File: src/ebct_pkg.sv
package ebct_pkg;

  // data width and expanded group that holds the timer registers
  localparam int         DATA_W    = 8;
  localparam logic [3:0] GROUP_D   = 4'hD;

  // register offsets inside the group
  localparam logic [3:0] CTL_OFS   = 4'h0;
  localparam logic [3:0] MODE_OFS  = 4'h1;
  localparam logic [3:0] LOW_OFS   = 4'h4;
  localparam logic [3:0] UP_OFS    = 4'h5;
  localparam logic [3:0] WLOW_OFS  = 4'h6;

  // timer8_control field positions
  localparam int RUN_BIT    = 7;
  localparam int SINGLE_BIT = 6;
  localparam int TOUT_BIT   = 5;
  localparam int CLK_HI_BIT = 4;
  localparam int CLK_LO_BIT = 3;
  localparam int CAPMSK_BIT = 2;
  localparam int TOIE_BIT   = 1;
  localparam int OUTSEL_BIT = 0;

  // timer_mode_control field positions
  localparam int DEMOD_BIT   = 6;
  localparam int EDGE_HI_BIT = 1;
  localparam int EDGE_LO_BIT = 0;

  // values after reset and special counts
  localparam logic [6:0] CFG_RST   = 7'h00;
  localparam logic [7:0] MODE_RST  = 8'h00;
  localparam logic [7:0] HOLD_RST  = 8'h00;
  localparam logic [7:0] ALL_ONES  = 8'hFF;
  localparam logic [7:0] CNT_ONE   = 8'h01;
  localparam logic [7:0] CNT_ZERO  = 8'h00;
  localparam logic [2:0] DIV_RST   = 3'h0;
  // fields kept across a stop-mode recovery: flag, clock, masks
  localparam logic [6:0] SMR_KEEP  = 7'h3E;

  // counter run state
  typedef enum logic [1:0] {
    ST_STOP = 2'b01,
    ST_RUN  = 2'b10
  } ebct_state_t;

endpackage : ebct_pkg

File: src/ebct_tick_div.sv
`timescale 1ns/1ps
module ebct_tick_div
  import ebct_pkg::*;
(
  input  wire logic       clk_in,
  input  wire logic       nrst_in,
  input  wire logic       run_in,
  input  wire logic [1:0] sel_in,
  output logic            tick_out
);

  logic [2:0] div_r;
  logic [2:0] mask_w;

  // mask of low divider bits that must be all ones for a tick
  assign mask_w = (sel_in == 2'b00) ? 3'h0 :
                  (sel_in == 2'b01) ? 3'h1 :
                  (sel_in == 2'b10) ? 3'h3 : 3'h7;

  // one-cycle enable at the selected fraction of the system tick
  assign tick_out = run_in && ((div_r & mask_w) == mask_w);

  // free running divider, held at zero while the counter is stopped
  always_ff @(posedge clk_in or negedge nrst_in)
  begin
    if (!nrst_in)
      div_r <= DIV_RST;
    else if (!run_in)
      div_r <= DIV_RST;
    else
      div_r <= div_r + 3'h1;
  end
endmodule : ebct_tick_div

File: src/ebct_timer.sv
`timescale 1ns/1ps
module ebct_timer
  import ebct_pkg::*;
(
  input  wire logic       clk_in,
  input  wire logic       nrst_in,
  input  wire logic       smr_in,
  input  wire logic [3:0] grp_in,
  input  wire logic [3:0] addr_in,
  input  wire logic       wr_in,
  input  wire logic [7:0] wdata_in,
  output logic      [7:0] rdata_out,
  input  wire logic       cap_pin_in,
  output logic      [7:0] count_out,
  output logic            running_out,
  output logic            capture_irq_out,
  output logic            timeout_irq_out
);

  ebct_state_t state_r;
  ebct_state_t state_nxt;
  logic [6:0]  cfg_r;
  logic [6:0]  cfg_nxt;
  logic [7:0]  mode_r;
  logic [7:0]  mode_nxt;
  logic [7:0]  low_r;
  logic [7:0]  up_r;
  logic [7:0]  wlow_r;
  logic [7:0]  cnt_r;
  logic [7:0]  cnt_nxt;
  logic [7:0]  rdata_nxt;
  logic [7:0]  rdata_r;
  logic        sync1_r;
  logic        sync2_r;
  logic        prev_r;
  logic        cap_irq_r;
  logic        to_irq_r;

  // register select within the expanded group
  function automatic logic hit_fn(input logic [3:0] grp,
                                  input logic [3:0] addr,
                                  input logic [3:0] ofs);
    return (grp == GROUP_D) && (addr == ofs);
  endfunction : hit_fn

  // write strobes for each register
  wire wr_ctl_w  = wr_in && hit_fn(grp_in, addr_in, CTL_OFS);
  wire wr_mode_w = wr_in && hit_fn(grp_in, addr_in, MODE_OFS);
  wire wr_low_w  = wr_in && hit_fn(grp_in, addr_in, LOW_OFS);
  wire wr_up_w   = wr_in && hit_fn(grp_in, addr_in, UP_OFS);
  wire wr_wlow_w = wr_in && hit_fn(grp_in, addr_in, WLOW_OFS);

  // divided counting tick
  wire run_w  = (state_r == ST_RUN);
  wire tick_w;

  ebct_tick_div u_div (
    .clk_in   (clk_in),
    .nrst_in  (nrst_in),
    .run_in   (run_w),
    .sel_in   (cfg_r[CLK_HI_BIT:CLK_LO_BIT]),
    .tick_out (tick_w)
  );

  // capture pin synchroniser; prev_r keeps the last settled level
  always_ff @(posedge clk_in or negedge nrst_in)
  begin
    if (!nrst_in)
    begin
      sync1_r <= 1'b0;
      sync2_r <= 1'b0;
      prev_r  <= 1'b0;
    end
    else
    begin
      sync1_r <= cap_pin_in;
      sync2_r <= sync1_r;
      prev_r  <= sync2_r;
    end
  end

  // events of the counter
  wire demod_w  = mode_r[DEMOD_BIT];
  wire single_w = cfg_r[SINGLE_BIT];
  wire rise_w   = sync2_r && !prev_r;
  wire fall_w   = !sync2_r && prev_r;
  wire cap_w    = run_w && demod_w && (rise_w || fall_w);
  wire reach_w  = run_w && tick_w && (cnt_r <= CNT_ONE) && !cap_w;
  wire start_w  = wr_ctl_w && wdata_in[RUN_BIT] && !run_w;
  wire stop_w   = (wr_ctl_w && !wdata_in[RUN_BIT]) || smr_in;
  wire sp_end_w = reach_w && !demod_w && single_w;

  // run state machine
  always_comb
  begin
    state_nxt = state_r;
    case (state_r)
      ST_STOP:
        if (start_w && !smr_in)
          state_nxt = ST_RUN;
      ST_RUN:
        if (stop_w || sp_end_w)
          state_nxt = ST_STOP;
      default:
        state_nxt = ST_STOP;
    endcase
  end

  // counter: start load, capture reload, zero handling, decrement
  always_comb
  begin
    cnt_nxt = cnt_r;
    if (start_w)
      cnt_nxt = demod_w ? ALL_ONES : low_r;
    else if (cap_w)
      cnt_nxt = ALL_ONES;
    else if (reach_w && demod_w)
      cnt_nxt = ALL_ONES;
    else if (reach_w)
      cnt_nxt = single_w ? CNT_ZERO : low_r;
    else if (run_w && tick_w)
      cnt_nxt = cnt_r - CNT_ONE;
  end

  // control fields; the time-out set wins over a clear in the same cycle
  always_comb
  begin
    cfg_nxt = cfg_r;
    if (smr_in)
      cfg_nxt = cfg_r & SMR_KEEP;
    if (wr_ctl_w)
    begin
      cfg_nxt[SINGLE_BIT]            = wdata_in[SINGLE_BIT];
      cfg_nxt[CLK_HI_BIT:CLK_LO_BIT] =
        wdata_in[CLK_HI_BIT:CLK_LO_BIT];
      cfg_nxt[CAPMSK_BIT]            = wdata_in[CAPMSK_BIT];
      cfg_nxt[TOIE_BIT]              = wdata_in[TOIE_BIT];
      cfg_nxt[OUTSEL_BIT]            = wdata_in[OUTSEL_BIT];
      if (wdata_in[TOUT_BIT])
        cfg_nxt[TOUT_BIT] = 1'b0;
    end
    if (reach_w)
      cfg_nxt[TOUT_BIT] = 1'b1;
  end

  // mode register; edge status bits clear on write 1, set wins
  always_comb
  begin
    mode_nxt = mode_r;
    if (wr_mode_w)
    begin
      mode_nxt[7:2] = wdata_in[7:2];
      mode_nxt[1:0] = mode_r[1:0] & ~wdata_in[1:0];
    end
    if (cap_w && fall_w)
      mode_nxt[EDGE_HI_BIT] = 1'b1;
    if (cap_w && rise_w)
      mode_nxt[EDGE_LO_BIT] = 1'b1;
  end

  // read data for the addressed register, zero when unmapped
  always_comb
  begin
    if (hit_fn(grp_in, addr_in, CTL_OFS))
      rdata_nxt = {run_w, cfg_r};
    else if (hit_fn(grp_in, addr_in, MODE_OFS))
      rdata_nxt = mode_r;
    else if (hit_fn(grp_in, addr_in, LOW_OFS))
      rdata_nxt = low_r;
    else if (hit_fn(grp_in, addr_in, UP_OFS))
      rdata_nxt = up_r;
    else if (hit_fn(grp_in, addr_in, WLOW_OFS))
      rdata_nxt = wlow_r;
    else
      rdata_nxt = 8'h00;
  end

  // state, counter and control registers
  always_ff @(posedge clk_in or negedge nrst_in)
  begin
    if (!nrst_in)
    begin
      state_r <= ST_STOP;
      cnt_r   <= CNT_ZERO;
      cfg_r   <= CFG_RST;
      mode_r  <= MODE_RST;
      rdata_r <= 8'h00;
    end
    else
    begin
      state_r <= state_nxt;
      cnt_r   <= cnt_nxt;
      cfg_r   <= cfg_nxt;
      mode_r  <= mode_nxt;
      rdata_r <= rdata_nxt;
    end
  end

  // hold registers; a capture overrides a software write
  always_ff @(posedge clk_in or negedge nrst_in)
  begin
    if (!nrst_in)
    begin
      low_r  <= HOLD_RST;
      up_r   <= HOLD_RST;
      wlow_r <= HOLD_RST;
    end
    else
    begin
      if (cap_w && rise_w)
        low_r <= cnt_r;
      else if (wr_low_w)
        low_r <= wdata_in;
      if (cap_w && fall_w)
        up_r <= cnt_r;
      else if (wr_up_w)
        up_r <= wdata_in;
      if (wr_wlow_w)
        wlow_r <= wdata_in;
    end
  end

  // one-cycle interrupt pulses gated by their enables
  always_ff @(posedge clk_in or negedge nrst_in)
  begin
    if (!nrst_in)
    begin
      cap_irq_r <= 1'b0;
      to_irq_r  <= 1'b0;
    end
    else
    begin
      cap_irq_r <= cap_w && cfg_r[CAPMSK_BIT];
      to_irq_r  <= reach_w && cfg_r[TOIE_BIT];
    end
  end

  // outputs
  assign rdata_out       = rdata_r;
  assign count_out       = cnt_r;
  assign running_out     = run_w;
  assign capture_irq_out = cap_irq_r;
  assign timeout_irq_out = to_irq_r;
endmodule : ebct_timer

File: config.mk
export PLATFORM = sky130hd
export DESIGN_NAME = ebct_timer
export DESIGN_NICKNAME = d
export VERILOG_FILES = /design/src/ebct_pkg.sv /design/src/ebct_tick_div.sv /design/src/ebct_timer.sv
export SDC_FILE = /design/constraint.sdc
export NUM_CORES = 1
export LEC_CHECK = 0
export ABC_AREA = 1
export CAP_MARGIN = 10
export CORE_UTILIZATION = 38
export DETAILED_ROUTE_END_ITERATION = 10
export DONT_BUFFER_PORTS = 1
export MAX_ROUTING_LAYER = met4
export SLEW_MARGIN = 10
export SYNTH_ARGS = -nofsm -noshare
export SYNTH_HDL_FRONTEND = slang
export SYNTH_SLANG_ARGS = --single-unit
File: constraint.sdc
create_clock -name clk_in -period 2.99 [get_ports clk_in]
set_input_delay 0.598 -clock clk_in [delete_from_list [all_inputs] [get_ports clk_in]]
set_output_delay 0.598 -clock clk_in [all_outputs]
set_load 0.01 [all_outputs]
; ---- Yosys cells after proc, flatten, opt, wreduce, memory -nomap -nowiden
; Cells that the tools add are included.
[classes]
add_sub_neg = 2
magnitude_cmp = 1
n_eq_ne = 12
bitwise_logic = 3
n_mux = 30
reduce_logical = 48
[op_table]
columns = operator, n
row1 = two-way mux 8 bit, 16
row2 = logical AND 1 bit, 29
row3 = two-way mux 7 bit, 2
row4 = "== test 4 x 3 -> 1 bit, second input constant", 3
row5 = two-way mux 3 bit, 4
row6 = nonzero test 2 bit, 5
row7 = "<= comparator 8 x 1 -> 1 bit, second input constant", 1
row8 = "subtractor 8 x 1 -> 8 bit, second input constant", 1
row9 = logical NOT 1 bit, 7
row10 = two-way mux 2 bit, 3
row11 = nonzero test 5 bit, 1
row12 = "== test 2 x 1 -> 1 bit, second input constant", 2
row13 = "== test 2 bit, second input constant", 2
row14 = "== test 4 x 1 -> 1 bit, second input constant", 1
row15 = "== test 4 bit, second input constant", 1
row16 = logical NOT 4 bit, 1
row17 = two-way mux 1 bit, 4
row18 = case mux 2 bit (2 select lines), 1
row19 = "adder 3 x 1 -> 3 bit, second input constant", 1
row20 = bitwise AND 3 bit, 1
row21 = == test 3 bit, 1
row22 = logical OR 1 bit, 3
row23 = bitwise AND 2 bit, 1
row24 = logical NOT 2 bit, 1
row25 = 4 further kinds, 4
[word_totals]
ff_bits = 65
output_inout_bits = 19
elab_cells = 114

; ---- Depth between registers and ports, before layout
[logic_depth]
depth_word = 15
depth_mapped = 12
mapped_depth_nobuf = 12

; ---- By module
; From an unflattened synthesis, not the netlist that was laid out.
[hier_totals]
cells_unflattened = 458
area_unflattened_um2 = 3572.2
[modules_own_cells]
columns = module, seq_area_each_um2, area_per_inst_um2, n_inst, cells_per_inst
row1 = ebct_timer, 1552.7, 3428.3, 1, 441
row2 = ebct_tick_div, 75.1, 143.9, 1, 17

; ---- Worst setup path after synthesis
; No wires, ideal clock.
[synth_timing]
kind = register to register
from = register cnt_r[0], in the netlist count_out[0]
to = register cnt_r[3], in the netlist count_out[3]
period_less_slack_ns = 1.666
setup_slack_ns = 1.324
path_stages_with_launch = 12
t_required_ns = 2.870
arrival_ns = 1.546
cell_sequence = dfrtp_1 > inv_1 > ha_1 > inv_1 > nand2_1 > nand2_1 > nor2_2 > nand3_4 > nand2_1 > nand2_1 > o21ai_1 > nand2_1
[synth_between]
elab_chain_len = 7
[synth_lines]
columns = item, line
row1 = "start, declared", ebct_timer.sv:29  ; logic [7:0] cnt_r;
row2 = "start signal, assigned", ebct_timer.sv:192  ; cnt_r <= cnt_nxt;
row3 = <= comparator 8 x 1 -> 1 bit, ebct_timer.sv:88  ; wire reach_w = run_w && tick_w && (cnt_r <= CNT_ONE) && !cap_w;
row4 = logical AND 1 bit (2 in a row), ebct_timer.sv:88
row5 = two-way mux 8 bit / logical AND 1 bit (equally long branches), "ebct_timer.sv:119, ebct_timer.sv:117"
row6 = two-way mux 8 bit, ebct_timer.sv:117  ; else if (reach_w && demod_w)
row7 = two-way mux 8 bit, ebct_timer.sv:115  ; else if (cap_w)
row8 = two-way mux 8 bit, ebct_timer.sv:113  ; if (start_w)
; Several ways; a longest one is shown, not always the timed one. The select of a mux whose other input is x is not followed.
; A chain may end at the register's enable or synchronous reset.

; ---- Final worst setup path
[layout_timing]
from = register sync2_r
to = register up_r[0]
[layout_between]
elab_chain_len = 6
[layout_lines]
columns = item, line
row1 = "start, declared", ebct_timer.sv:34  ; logic sync2_r;
row2 = "start signal, assigned", ebct_timer.sv:77  ; sync2_r <= sync1_r;
row3 = logical NOT 1 bit, ebct_timer.sv:86  ; wire fall_w = !sync2_r && prev_r;
row4 = logical AND 1 bit, ebct_timer.sv:86
row5 = logical OR 1 bit, ebct_timer.sv:87  ; wire cap_w = run_w && demod_w && (rise_w || fall_w);
row6 = logical AND 1 bit, ebct_timer.sv:87
row7 = logical AND 1 bit (*), ebct_timer.sv:214  ; if (cap_w && fall_w)
row8 = two-way mux 8 bit / nonzero test 2 bit (equally long branches), -
row9 = "end signal, assigned", ebct_timer.sv:215  ; up_r <= cnt_r;
row10 = "end signal, assigned", ebct_timer.sv:217  ; up_r <= wdata_in;
row11 = "end, declared", ebct_timer.sv:27  ; logic [7:0] up_r;
; Mark *: on every way between the ends. The rest lies on a longest branch, timed or not.

==> metrics.md <==
| Metric | Value |
|---|---|
| Syn_nets | 484 |
| Die Area | 9510 um2 |
| Min-delay worst type | in2async |
| Post-DRT Antenna Nets | 0 |
| # fillers | 905 |
| Routability cong. | 0.888 |
| Setup TNS | 0 ps |
| Via density | 5.01 |
| DRT Wirelength | 8.88 mm |
| Synthesized area | 3470 um2 |
| Multi-input logic area | 1560 um2 |
| Top cell type's share of synthesized area | 0.462 |
| DRT iter0 DRCs | 169 |
| Sequential-to-total area share from yosys stat | 0.470 |
| Vias in the first global route | 2749 |
| Worst reg2reg path endpoint | up_r[0] |
| First-pass GRT wire length | 14.9 mm |
| CTS sink count | 65 |
| Rows | 34 |
| Synth Register Bits | 65 |
| Register-to-register setup slack | 860 ps |
| Fraction of registers with async set or reset after synthesis | 1.00 |
| Pleak | 1.89 nW |
| Largest net degree at the start of global routing | 65 |
| Period utilisation layout | 0.712 |
| Average wire per standard cell | 15.5 um |
| Clock buffer depth | 2 |
| Layout cells sized above 1 | 0.0901 |
| Final hold vios | 0 |
| # Max-Cap Violations | 0 |
| Cell accounting for the most synthesized area | dfrtp_1 |
| Io pins | 40 |
| DRC errors left | 0 |
| Outcome | finished, final reports clean |
| Final net count | 487 |
| Worst setup SP type | flop |
| Reg area | 1630 um2 |
| Max_slew headroom | 0.551 |
| Post-layout min period | 2130 ps |
| Worst-Margin Slew | 671 ps |
| Req. time, crit path | 3250 ps |
| Pwr Density | 485 nW/um2 |
| CP max FO | 14 |
| Yosys cell types | 36 |
| Mapped Cells | 458 |
| Gr usage total | 0.209 |
| Total setup buffers inserted after CTS | 0 |
| Ant diodes | 0 |
| Number of enable flip-flop cells after synthesis | 0 |
| Worst VDD drop | 0.000202 V |
| Max frequency | 470 MHz |
| Avg Cell Area, Syn | 7.57 um2 |
| H-tree Lvls | 3 |
| Final Max Slew Viols | 0 |
| Final setup viols | 0 |
| Die Y | 97.5 um |
| Synth warn | 0 |
| Root Driver | clkbuf_8 |
| Worst r2r path cells | 7 |
| Crit Path Class | reg2reg |
| Dpl hpwl | 6.44 mm |
| Cts bufs inserted | 9 |
| Top-count cell post-synth | nand2_1 |
| P&R area growth vs syn | 8.95% |
| Unrepaired setup endpoints after global routing | false |
| Grt total ovfl | 0 |
| Worst skew pair latency | 340 ps |
| Hold WS | 91.8 ps |
| Critical path data arrival time | 2390 ps |
| Post-synth top cells | 180 x nand2_1, 64 x dfrtp_1, 54 x inv_1, 33 x o21ai_0, 23 x nand3_1 |
| Top_reg_cell synth | dfrtp_1 |
| PortBufs | 0 |
| Starting Density | 0.395 |
| Antenna violations before repair | 0 |
| Dominant cells by area after synthesis | dfrtp_1 46%, nand2_1 19%, inv_1 5.8% |
| Core ar. | 8760 um2 |
| Reg clk slew, reported paths | 70 ps |
| CTS tree | yes |
| Reg-to-reg startpoint | sync2_r |
| Clock Skew | 7.70 ps |
| Drt first pass iters | 4 |
| DIE WIDTH | 97.5 um |
| CP endpoint kind | flop |
| Via count | 2878 |
-- sequential cells by signal, summed over array words and instances (netlist names) --
name	count
timeout_irq_out	1
low_r	8
sync1_r	1
wlow_r	8
rdata_out	8
u_div.div_r	3
up_r	8
prev_r	1
sync2_r	1
state_r	2
count_out	8
cfg_r	7
mode_r	8
capture_irq_out	1
-- kinds of logic after synthesis --
family	share of synthesized area
flops	0.470
xor+xnor	0.0101
fa+ha+maj	0.0181
simple gates	0.315
buf+inv	0.0805
compound gates	0.107
-- metal layers --
layer | GRT usage | vias up | part of all wire
met2 | 0.301 | 74 | 0.45
met5 | - | - | 0
met4 | 0.0566 | 0 | 0.0080
met1 | 0.286 | 1334 | 0.48
met3 | 0.0619 | 6 | 0.065
li1 | - | 1464 | -
-- worst max path at each step --
stage / startpoint / to / cells past startpoint
floorplan: count_out[0] / count_out[3] / 11
global placement: sync2_r / up_r[5] / 7
detailed placement: sync2_r / up_r[2] / 7
CTS: sync2_r / up_r[0] / 7
global route: sync2_r / up_r[0] / 7
finish: sync2_r / up_r[0] / 7
-- per-stage QoR --
stage | area [um2] | cells | power [mW] | util | worst slack (ps)
after floorplan | 3470 | 458 | 1.02 | - | 1320
after global placement | 3540 | 557 | 1.04 | 0.404 | 937
after detailed placement | 3540 | 557 | 1.05 | 0.404 | 923
after CTS | 3780 | 574 | 1.85 | 0.431 | 892
after global routing | 3780 | 574 | 1.92 | 0.431 | 696
final | 3780 | 574 | 1.83 | 0.431 | 862
-- critical path, cell delays in order (launching register included) --
cell	delay [ps]
dfrtp_1	370
inv_1	50
ha_1	280
inv_1	80
nand4_1	540
nand2_2	490
nor2_1	80
a31oi_1	150
-- power by group --
group	leakage (nW)	switching, mW	internal (mW)
Combinational	1.01	0.0674	0.0341
Clock	0.0985	0.372	0.409
Sequential	0.786	0.0380	0.911
-- cells in the final DEF, fill, tap and decap left out, types with 6 or more instances in the layout --
master | synthesis | final
o21ai_0 | 33 | 33
nand2_1 | 180 | 180
inv_1 | 54 | 54
a31oi_1 | 7 | 7
nor2_1 | 20 | 20
o211ai_1 | 7 | 7
clkbuf_8 | 0 | 10
nand3_1 | 23 | 23
dfrtp_1 | 64 | 64
nor2_2 | 6 | 6
nand4_1 | 7 | 7
a21oi_1 | 10 | 10
-- what timing repair did --
item | CTS | global route
hold endpoints to repair | 64 | 0
resized for setup | 0 | 0
hold buffers | 1 | 0
-- layout make-up --
cell class                 count  share of cell area
timing repair buffer           1             0.00729
multi-input combinational    325               0.413
tap                          108              0.0358
clock buffer                  10              0.0364
clock inverter                 6              0.0179
sequential                    65               0.431
inverter                      59              0.0586
No activity file was read; power rests on OpenSTA's default activity.
